`src/design/pes_pkg.sv`:
```
// Package of constants and types for the program execute sequencer
package pes_pkg;

    // ****************************************************************
    // Sizes and limits
    // ****************************************************************
    localparam int PES_LINE_MAX = 35;
    localparam int PES_LEN_W = 6;
    localparam int PES_LNUM_W = 10;
    localparam int PES_LNUM_MAX = 999;
    localparam int PES_PC_W = 11;
    localparam int PES_MNEM_W = 3;

    // ****************************************************************
    // Command classes
    // ****************************************************************
    typedef enum logic [3:0]
    {
        PES_CMD_OTHER,
        PES_CMD_NUMERIC,
        PES_CMD_PROG,
        PES_CMD_EXECUTE,
        PES_CMD_RUN,
        PES_CMD_STEP,
        PES_CMD_STOP,
        PES_CMD_NEXT,
        PES_CMD_EDIT
    } pes_cmd_e;

    // ****************************************************************
    // Processor modes
    // ****************************************************************
    typedef enum logic [2:0]
    {
        PES_ST_IDLE,
        PES_ST_ENTRY,
        PES_ST_EDIT,
        PES_ST_RUN,
        PES_ST_STEP
    } pes_state_e;

    // Line length, line number and program position when reset
    localparam logic [PES_LEN_W-1:0] PES_LEN_RST = 6'h00;
    localparam logic [PES_LNUM_W-1:0] PES_LNUM_RST = 10'h000;
    localparam logic [PES_PC_W-1:0] PES_PC_RST = 11'h000;

endpackage : pes_pkg

```
`src/design/pes_cmd_if.sv`:
```
// Interface that carries one command between sequencer sub-blocks
`timescale 1ns/1ps
interface pes_cmd_if;
    import pes_pkg::*;

    logic valid;
    pes_cmd_e cmd;
    logic [pes_pkg::PES_MNEM_W-1:0] len;
    logic stored;

    modport src
    (
        output valid,
        output cmd,
        output len,
        output stored
    );
    modport dst
    (
        input valid,
        input cmd,
        input len,
        input stored
    );
endinterface : pes_cmd_if

```
`src/design/pes_cmd_arb.sv`:
```
// Command source arbiter: direct (keyboard or GPIB) over stored program
`timescale 1ns/1ps
module pes_cmd_arb
    import pes_pkg::*;
(
    // Direct command source
    input wire logic dir_valid,
    input wire pes_cmd_e dir_cmd,
    input wire logic [PES_MNEM_W-1:0] dir_len,
    // Stored command source
    input wire logic prg_valid,
    input wire pes_cmd_e prg_cmd,
    input wire logic [PES_MNEM_W-1:0] prg_len,
    // Stored fetch allowed
    input wire logic prg_allow,
    // Selected command
    pes_cmd_if.src sel,
    output logic prg_taken
);

    // ****************************************************************
    // Selection
    // ****************************************************************
    // Direct commands win; stored ones only when fetch is allowed
    always_comb
    begin
        sel.valid = 1'b0;
        sel.cmd = PES_CMD_OTHER;
        sel.len = '0;
        sel.stored = 1'b0;
        prg_taken = 1'b0;
        if (dir_valid)
        begin
            sel.valid = 1'b1;
            sel.cmd = dir_cmd;
            sel.len = dir_len;
        end
        else if (prg_valid && prg_allow)
        begin
            sel.valid = 1'b1;
            sel.cmd = prg_cmd;
            sel.len = prg_len;
            sel.stored = 1'b1;
            prg_taken = 1'b1;
        end
    end

endmodule : pes_cmd_arb

```
`src/design/pes_line_fmt.sv`:
```
// Program line formatter: spacing, length limit and line numbering
`timescale 1ns/1ps
module pes_line_fmt
    import pes_pkg::*;
#(
    parameter int LINE_MAX = PES_LINE_MAX
)
(
    // Clock and reset
    input wire logic sys_clk,
    input wire logic resetn,
    // Entry command
    pes_cmd_if.dst ent,
    input wire logic ent_active,
    // Outputs
    output logic [PES_LEN_W-1:0] line_len,
    output logic [PES_LNUM_W-1:0] line_num,
    output logic line_close,
    output logic line_wrap_warn,
    output logic sep_space,
    output logic line_empty
);

    logic [PES_LEN_W-1:0] len_q;
    logic [PES_LEN_W-1:0] len_d;
    logic [PES_LNUM_W-1:0] num_q;
    logic [PES_LNUM_W-1:0] num_d;
    logic last_num_q;
    logic last_num_d;
    logic close_q;
    logic close_d;
    logic warn_q;
    logic warn_d;
    logic space_q;
    logic space_d;

    // Line width after adding a command, with its leading space if any
    function automatic logic [PES_LEN_W-1:0] add_w(
        input logic [PES_LEN_W-1:0] cur,
        input logic [PES_MNEM_W-1:0] mlen,
        input logic sp
    );
        add_w = cur + PES_LEN_W'(mlen) + PES_LEN_W'(sp);
    endfunction : add_w

    // ****************************************************************
    // Line building
    // ****************************************************************
    // Next line length, number, spacing and wrap warning
    always_comb
    begin
        logic sp;
        logic is_num;
        sp = 1'b0;
        is_num = (ent.cmd == PES_CMD_NUMERIC);
        len_d = len_q;
        num_d = num_q;
        last_num_d = last_num_q;
        close_d = 1'b0;
        warn_d = 1'b0;
        space_d = 1'b0;
        if (ent_active && ent.valid)
        begin
            if (ent.cmd == PES_CMD_NEXT)
            begin
                if (len_q != PES_LEN_RST)
                begin
                    close_d = 1'b1;
                    len_d = PES_LEN_RST;
                    last_num_d = 1'b0;
                    if (num_q != PES_LNUM_W'(PES_LNUM_MAX))
                        num_d = num_q + 1'b1;
                end
            end
            else if (ent.cmd != PES_CMD_EXECUTE && ent.cmd != PES_CMD_EDIT)
            begin
                // EXECUTE and EDIT leave the line alone; every other command, RUN, STEP, STOP and PROG included, counts
                sp = (len_q != PES_LEN_RST) && !(is_num && last_num_q);
                if (add_w(len_q, ent.len, sp) > PES_LEN_W'(LINE_MAX))
                begin
                    close_d = 1'b1;
                    warn_d = 1'b1;
                    len_d = add_w(PES_LEN_RST, ent.len, 1'b0);
                    if (num_q != PES_LNUM_W'(PES_LNUM_MAX))
                        num_d = num_q + 1'b1;
                end
                else
                begin
                    space_d = sp;
                    len_d = add_w(len_q, ent.len, sp);
                end
                last_num_d = is_num;
            end
        end
    end

    // Registers of the line builder
    always_ff @(posedge sys_clk)
    begin
        if (!resetn)
        begin
            len_q <= PES_LEN_RST;
            num_q <= PES_LNUM_RST;
            last_num_q <= 1'b0;
            close_q <= 1'b0;
            warn_q <= 1'b0;
            space_q <= 1'b0;
        end
        else
        begin
            len_q <= len_d;
            num_q <= num_d;
            last_num_q <= last_num_d;
            close_q <= close_d;
            warn_q <= warn_d;
            space_q <= space_d;
        end
    end

    // Outputs
    assign line_len = len_q;
    assign line_num = num_q;
    assign line_close = close_q;
    assign line_wrap_warn = warn_q;
    assign sep_space = space_q;
    assign line_empty = (len_q == PES_LEN_RST);

endmodule : pes_line_fmt

```
`src/design/pes_seq.sv`:
```
// Top of the program execute sequencer
`timescale 1ns/1ps
module pes_seq
    import pes_pkg::*;
#(
    parameter int LINE_MAX = PES_LINE_MAX
)
(
    // Clock and reset
    input wire logic sys_clk,
    input wire logic resetn,
    // Direct commands from keyboard or GPIB
    input wire logic dir_valid,
    input wire pes_cmd_e dir_cmd,
    input wire logic [PES_MNEM_W-1:0] dir_len,
    // Stored program commands
    input wire logic prg_valid,
    input wire pes_cmd_e prg_cmd,
    input wire logic [PES_MNEM_W-1:0] prg_len,
    output logic prg_ready,
    output logic [PES_PC_W-1:0] prg_pos,
    input wire logic prog_stored,
    // Execution events
    input wire logic exec_error,
    input wire logic exec_warn,
    // Command execution and status
    output logic exec_valid,
    output pes_cmd_e exec_cmd,
    output logic exec_stored,
    output logic store_valid,
    output pes_cmd_e store_cmd,
    output logic store_space,
    output pes_state_e mode,
    output logic busy,
    output logic [PES_LEN_W-1:0] line_len,
    output logic [PES_LNUM_W-1:0] line_num,
    output logic line_close,
    output logic line_warn
);

    pes_state_e state_q;
    pes_state_e state_d;
    logic [PES_PC_W-1:0] pc_q;
    logic [PES_PC_W-1:0] pc_d;
    logic step_go_q;
    logic step_go_d;
    logic ex_v_q;
    logic ex_v_d;
    pes_cmd_e ex_c_q;
    pes_cmd_e ex_c_d;
    logic ex_s_q;
    logic ex_s_d;
    logic st_v_q;
    logic st_v_d;
    pes_cmd_e st_c_q;
    pes_cmd_e st_c_d;
    logic prg_allow;
    logic prg_taken;
    logic ent_active;
    logic fmt_space;
    logic fmt_empty;
    pes_cmd_if cmd_sel ();

    // ****************************************************************
    // Command source selection
    // ****************************************************************
    // Stored fetch only in run, or in step while a step is pending
    assign prg_allow = (state_q == PES_ST_RUN) ||
                       ((state_q == PES_ST_STEP) && step_go_q);

    pes_cmd_arb u_arb
    (
        .dir_valid(dir_valid),
        .dir_cmd(dir_cmd),
        .dir_len(dir_len),
        .prg_valid(prg_valid),
        .prg_cmd(prg_cmd),
        .prg_len(prg_len),
        .prg_allow(prg_allow),
        .sel(cmd_sel.src),
        .prg_taken(prg_taken)
    );

    assign prg_ready = prg_allow && !dir_valid;

    // ****************************************************************
    // Line formatter
    // ****************************************************************
    assign ent_active = (state_q == PES_ST_ENTRY) ||
                        (state_q == PES_ST_EDIT);

    pes_line_fmt #(.LINE_MAX(LINE_MAX)) u_fmt
    (
        .sys_clk(sys_clk),
        .resetn(resetn),
        .ent(cmd_sel.dst),
        .ent_active(ent_active),
        .line_len(line_len),
        .line_num(line_num),
        .line_close(line_close),
        .line_wrap_warn(line_warn),
        .sep_space(fmt_space),
        .line_empty(fmt_empty)
    );

    // ****************************************************************
    // Mode state machine
    // ****************************************************************
    // Next mode, program position and command issue
    always_comb
    begin
        state_d = state_q;
        pc_d = pc_q;
        step_go_d = step_go_q;
        ex_v_d = 1'b0;
        ex_c_d = cmd_sel.cmd;
        ex_s_d = cmd_sel.stored;
        st_v_d = 1'b0;
        st_c_d = cmd_sel.cmd;
        if (prg_taken)
            pc_d = pc_q + 1'b1;
        case (state_q)
            PES_ST_IDLE:
            begin
                if (cmd_sel.valid)
                begin
                    case (cmd_sel.cmd)
                        PES_CMD_RUN:
                        begin
                            if (prog_stored)
                            begin
                                state_d = PES_ST_RUN;
                                pc_d = PES_PC_RST;
                            end
                        end
                        PES_CMD_STEP:
                        begin
                            if (prog_stored)
                            begin
                                state_d = PES_ST_STEP;
                                step_go_d = 1'b1;
                            end
                        end
                        PES_CMD_PROG:
                            state_d = prog_stored ? PES_ST_EDIT
                                                  : PES_ST_ENTRY;
                        default:
                            ex_v_d = 1'b1;
                    endcase
                end
            end
            PES_ST_ENTRY, PES_ST_EDIT:
            begin
                if (cmd_sel.valid)
                begin
                    case (cmd_sel.cmd)
                        PES_CMD_EXECUTE:
                            state_d = PES_ST_IDLE;
                        PES_CMD_NEXT, PES_CMD_EDIT:
                            state_d = PES_ST_EDIT;
                        default:
                        begin
                            state_d = PES_ST_ENTRY;
                            st_v_d = 1'b1;
                        end
                    endcase
                end
            end
            PES_ST_RUN, PES_ST_STEP:
            begin
                if (cmd_sel.valid && !cmd_sel.stored)
                begin
                    if (cmd_sel.cmd == PES_CMD_STOP)
                    begin
                        state_d = PES_ST_IDLE;
                        step_go_d = 1'b0;
                    end
                end
                else if (cmd_sel.valid)
                begin
                    ex_v_d = 1'b1;
                    if (state_q == PES_ST_STEP)
                        step_go_d = 1'b0;
                    if (cmd_sel.cmd == PES_CMD_STOP)
                        state_d = PES_ST_IDLE;
                end
                if (exec_error ||
                    (exec_warn && state_q == PES_ST_STEP))
                begin
                    state_d = PES_ST_IDLE;
                    step_go_d = 1'b0;
                end
            end
            default:
                state_d = PES_ST_IDLE;
        endcase
        // A direct STEP while waiting in step state runs one more
        if (state_q == PES_ST_STEP && dir_valid &&
            dir_cmd == PES_CMD_STEP && !exec_error && !exec_warn)
            step_go_d = 1'b1;
    end

    // Registers of the mode machine
    always_ff @(posedge sys_clk)
    begin
        if (!resetn)
        begin
            state_q <= PES_ST_IDLE;
            pc_q <= PES_PC_RST;
            step_go_q <= 1'b0;
            ex_v_q <= 1'b0;
            ex_c_q <= PES_CMD_OTHER;
            ex_s_q <= 1'b0;
            st_v_q <= 1'b0;
            st_c_q <= PES_CMD_OTHER;
        end
        else
        begin
            state_q <= state_d;
            pc_q <= pc_d;
            step_go_q <= step_go_d;
            ex_v_q <= ex_v_d;
            ex_c_q <= ex_c_d;
            ex_s_q <= ex_s_d;
            st_v_q <= st_v_d;
            st_c_q <= st_c_d;
        end
    end

    // ****************************************************************
    // Outputs
    // ****************************************************************
    assign exec_valid = ex_v_q;
    assign exec_cmd = ex_c_q;
    assign exec_stored = ex_s_q;
    assign store_valid = st_v_q;
    assign store_cmd = st_c_q;
    assign store_space = fmt_space;
    assign mode = state_q;
    assign busy = (state_q == PES_ST_RUN) || step_go_q;
    assign prg_pos = pc_q;

endmodule : pes_seq

```
`config.mk`:
```
export PLATFORM = sky130hd
export DESIGN_NAME = pes_seq
export DESIGN_NICKNAME = d
export VERILOG_FILES = /design/src/design/pes_pkg.sv /design/src/design/pes_cmd_if.sv /design/src/design/pes_cmd_arb.sv /design/src/design/pes_line_fmt.sv /design/src/design/pes_seq.sv
export SDC_FILE = /design/constraint.sdc
export NUM_CORES = 1
export LEC_CHECK = 0
export BUFFER_PORTS_ARGS = -buffer_cell sky130_fd_sc_hd__clkbuf_2
export CORE_MARGIN = 8
export CORE_UTILIZATION = 57
export DETAILED_ROUTE_END_ITERATION = 7
export MAX_ROUTING_LAYER = met4
export PLACE_DENSITY_LB_ADDON = 0.12
export SYNTH_ARGS = -nofsm -noshare
export SYNTH_HDL_FRONTEND = slang
export SYNTH_SLANG_ARGS = --single-unit
```
`constraint.sdc`:
```
create_clock -name sys_clk -period 5.8 [get_ports sys_clk]
set_input_delay 0 -clock sys_clk [delete_from_list [all_inputs] [get_ports sys_clk]]
set_output_delay 0 -clock sys_clk [all_outputs]
set_load 0.02 [all_outputs]
```
# == Word-level counts from Yosys, hierarchy flattened ==
# Cells that the tools add are included.
# word_totals
word_cells,146
input_bits,21
regBits,42
# classes
n_eq_ne,29
reduce_logical,40
bitwise_logic,3
magnitude_cmp,1
muxes,56
n_addsub,4
# op_table
op,count
2-to-1 mux 11 bit,5
2-to-1 mux 10 bit,5
2-to-1 mux 3 bit,10
2-to-1 mux 1 bit,24
2-to-1 mux 6 bit,4
== test 4 x 3 -> 1 bit (second input constant),5
one-hot mux 3 bit (3 select lines),2
inequality test 5 bit (second input constant),3
logical AND 1 bit,13
inequality test 3 bit (second input constant),4
adder 11 x 1 -> 11 bit (second input constant),1
adder 10 x 1 -> 10 bit (second input constant),1
inequality test 10 bit (second input constant),1
OR reduction 3 bit,3
== test 4 x 2 -> 1 bit (second input constant),2
2-to-1 mux 4 bit,2
inequality test 4 bit (second input constant),2
AND reduction 7 bit,1
adder 6 x 1 -> 6 bit,1
adder 6 x 3 -> 6 bit,1
== test 3 x 2 -> 1 bit (second input constant),2
greater-than comparator 6 bit (second input constant),1
inequality test 2 bit (second input constant),3
AND reduction 3 bit,2
22 further kinds,35

# == Longest topological paths before layout ==
# logic_depth
word_depth,15
mapped_depth,17
ltp_nobuf,16

# == Modules after synthesis ==
# Synthesis repeated with hierarchy kept, for this count alone.
# unflattened
hier_cells,298
area_unflattened_um2,2551.2
# by_module_without_submodules
module,seq_area_each_um2,area_each_um2,n_inst,cells_each
pes_line_fmt,400.4,1260.0,1,136
pes_seq,440.4,1156.1,1,134
pes_cmd_arb,0.0,135.1,1,28

# == Worst setup path before layout ==
# No wires, ideal clock.
# synth_path
path_kind,reg-to-reg
startpoint,"reg state_q[0], in the netlist mode[0]"
endpoint,"reg u_fmt.num_q[8], in the netlist u_fmt.line_num[8]"
synth_period_minus_slack_ns,3.701
required_ns,5.728
path_buffers,1
t_arrival_ns,3.629
path_slack_ns,2.099
path_stages_with_launch,17
setup_time_ns,0.072
cell_sequence,dfxtp_1 buf_4 nand3b_4 a21oi_2 a21boi_0 nand2_1 nor2_1 a21o_1 fa_1 inv_1 fa_1 xnor2_1 a311o_1 a22oi_1 o211ai_1 nor4_1 mux2i_1
# synth_via
elab_chain_len,14
word_cells_on_any_way,31
cone_classes,2 x add/sub; 1 x order compare; 9 x eq/ne; 7 x mux; 12 x reduce/logical
# synth_rtl
element,line,source
from (decl),pes_seq.sv:41,pes_state_e state_q;
from (signal assigned),pes_seq.sv:219,state_q <= state_d;
"parallel branches: the longest is 14 deep, another holds adder 6 x 3 -> 6 bit",--,
to (signal assigned),pes_line_fmt.sv:112,num_q <= num_d;
to (decl),pes_line_fmt.sv:26,logic [PES_LNUM_W-1:0] num_q;
# Several ways; the timed one is not identified.
# A chain may end at the register's enable or synchronous reset.

# == Worst setup path in the final report ==
# layout_path
startpoint,"reg state_q[2], in the netlist mode[2]"
endpoint,"reg u_fmt.num_q[3], in the netlist u_fmt.line_num[3]"
# Same word-level chain as after synthesis.

==> summary.txt <==
outcome = completed
HP Start = exec_warn
syn_area_per_cell = 8.293 µm²
PortBufs = 66
critical path's slowest cell = dfxtp_1
die span in y = 83.91 µm
clk slew on worst S/H paths = 80 ps
First DRT Iteration DRCs = 154
CTS tree = built
hold depth = 4
antenna violations before repair = 0
Layout area overhead = 16.75%
remaining antenna violation count = 0
unrepaired setup endpoints after global routing = false
gr ovfl total = 0
Final Critical Period = 4327 ps
post-CTS sizing = 0
crit share post-route = 74.61%
worst flop-to-flop path startpoint = mode[2]
register area share after synthesis = 31.98%
Worst Hold Class = in -> reg
# nets final = 401
Leakage = 0.001347 µW
Die X = 83.91 µm
FFs w/ async S/R, synth = 0%
Clock Sinks = 42
dpl ws = 1561 ps
drt total wl = 6810 µm
Arr. time, crit path = 4560 ps
#FFs+latches synth = 42
sw frac = 27.86%
core area = 4414 µm²
Synth Flop Type = dfxtp_1
n_diodes = 0
Cell Chain, Critical Path = nand4bb_1 -> a21oi_2 -> a21boi_0 -> nand2_1 -> nor2_1 -> a21o_1 -> fa_1 -> inv_1 -> fa_1 -> xnor2_1 -> a311o_1 -> a22oi_1 -> o21ai_2 -> or3_1 -> a21oi_1
HPWL after DPL = 5206 µm
via count = 2,514
GRT Total Usage = 19.66%
root buf cell = clkbuf_8
placed cell area = 2917 µm²
worst flop-to-flop path endpoint = u_fmt.line_num[3]
post-synth cell types = 73
fin area = 3069 µm²
Clock Power Share = 39.6%
Max Cap Viol = 0
critical path's most frequent cell = fa_1
H-tree levels = 2
pwr dens = 239.1 nW/µm²
VDD IR-drop max = 0.0001353 V
Layout Utilization = 69.53%
mapped cell area = 2629 µm²
row cnt = 24
total internal power = 529.3 µW
reg2reg setup slack = 1470 ps
share of post-route cells with drive strength above 1 = 27.20%
Initial DRT Pass Iterations = 5
Final Setup Violations = 0
largest net degree at the start of global routing = 29
CP Capture Type = register
full die area = 7041 µm²
drc violations = 0
Clock Path Buffers = 2
final worst slack = 1473 ps
R2R cell count = 15
global placer's final weighted congestion = 0.9641
relative slew slack = 23.14%
critical path launch point type = register
first-pass GRT wire length = 11,470 µm
Comb pwr share = 18.8%
Hold Vio Cnt, Final = 0
Setup TNS Final = 0 ps
fin. max-slew vios = 0
Switch Pwr = 204.4 µW
Synth Instances = 317
vias in the first global route = 2,412
Worst Hold Path EP = step_go_q
Crit Path Class = reg -> reg
max incr delay on CP = 580 ps
worst-path fanout max = 13
clock latency on the worst-skew pair = 300 ps
post-layout power = 733.7 µW
Slew @ Worst Pin = 1141 ps
Synth warnings = 0
starting density of the core = 59.55%
vias per inst = 5.888
syn_nets = 344
number of flops mapped to enable cells by yosys = 0
total CTS buffers = 5
DR WL/cell = 15.95 µm
num ports = 67
Reg power frac = 41.6%
Setup Skew = 4.728 ps
WP data required = 6030 ps
fmax = 231.1 MHz
==> power groups by stage <==
| stage | clock network, µW | logic, µW | registers, µW |
|---|---|---|---|
| after global routing | 306 | 149 | 307 |
| after global placement | 0 | 133 | 311 |
| after CTS | 295 | 136 | 305 |
| final | 291 | 138 | 305 |
| after detailed placement | 0 | 134 | 312 |
| after floorplan | 0 | 98.5 | 314 |
==> cells by family (layout without fill, tap and decap cells) <==
logic type               count (synthesis)  in the layout  synth area share, %
adder cells (fa/ha/maj)                  6              6                3.427
multiplexers                             9              9                3.475
AND/OR/NAND/NOR                        145            145                28.56
flip-flops                              42             42                31.98
AO/OA/AOI/OAI                           76             76                23.04
XOR/XNOR                                12             12                3.998
buffers and inverters                   27             85                5.522
==> Yosys cell counts, types with 4 or more instances <==
cell,instances,area [µm²]
a21oi_1,11,55.05
a31oi_1,5,31.28
and2_1,4,25.02
buf_4,5,37.54
clkbuf_1,7,26.28
dfxtp_1,42,840.8
ha_1,4,50.05
inv_1,10,37.54
mux2i_1,8,80.08
nand2_1,39,146.4
nand2b_1,8,50.05
nand3_1,19,95.09
nor2_1,34,127.6
nor3_1,10,50.05
o211ai_1,5,37.54
o21ai_0,13,65.06
xnor2_1,8,70.07
xor2_1,4,35.03
==> flip-flops by register name, indices dropped and copies added (netlist names), 3 cells and up <==
register and flops:
prg_pos 11, u_fmt.line_len 6, store_cmd 4, u_fmt.line_num 10, mode 3
==> what timing repair did <==
item | 4_1_cts | 5_1_grt
hold buffers | 1 | 0
buffers inserted | 0 | 0
endpoints found under the hold margin | 1 | 0
==> worst max-delay path, delay by kind of cell (launching register included) <==
family                   cells  cell delay [ps]
flip-flops                   1              580
adder cells (fa/ha/maj)      2              630
AND/OR/NAND/NOR              4              840
XOR/XNOR                     1              120
AO/OA/AOI/OAI                7             2000
buffers and inverters        1               80
==> through the flow <==
step / hold WS [ps] / cells
after floorplan: 136.0 / 317
after global placement: 300.7 / 418
after detailed placement: 295.7 / 418
after CTS: 27.55 / 427
after global routing: 52.26 / 427
final: 33.24 / 427
==> per-layer routing <==
layer	track usage [%]	share of wire, %
met3	5.273	7.0
met2	30.04	46
met1	24.64	46
met5	-	0
met4	5.808	1.3
==> worst max-delay path by stage <==
stage,start,cells after the start,slack (ps),to
finish,mode[2],15,1470,u_fmt.line_num[3]
CTS,mode[2],15,1490,u_fmt.line_num[8]
floorplan,mode[0],16,2100,u_fmt.line_num[8]
global route,mode[2],15,1040,u_fmt.line_num[3]
global placement,mode[2],15,1760,u_fmt.line_num[8]
detailed placement,mode[2],15,1560,u_fmt.line_num[8]
==> placed cells by master, fill, tap and decap left out, types with 3 or more instances in the layout <==
cell type  count
nor3b_1        3
and2_1         4
nand3_1       19
or3_1          3
a21oi_1       11
nand2_1       39
inv_1         10
clkbuf_8       6
o21ai_0       13
a31oi_1        5
a22oi_1        3
and3_1         3
xnor2_1        8
nor2_1        34
a22o_1         3
nor3_1        10
dfxtp_1       42
mux2i_1        8
nand2b_1       8
o21ai_2        3
xor2_1         4
clkbuf_2      66
ha_1           4
o211ai_1       5
==> layout make-up <==
class,instances,area (µm²)
multi-input combinational,248,1643
tap,52,65.06
clock buffer,6,82.58
timing repair buffer,67,340.3
clock inverter,2,60.06
fill,393,1345
inverter,10,37.54
sequential,42,840.8
(Power assumes the default switching activity.)
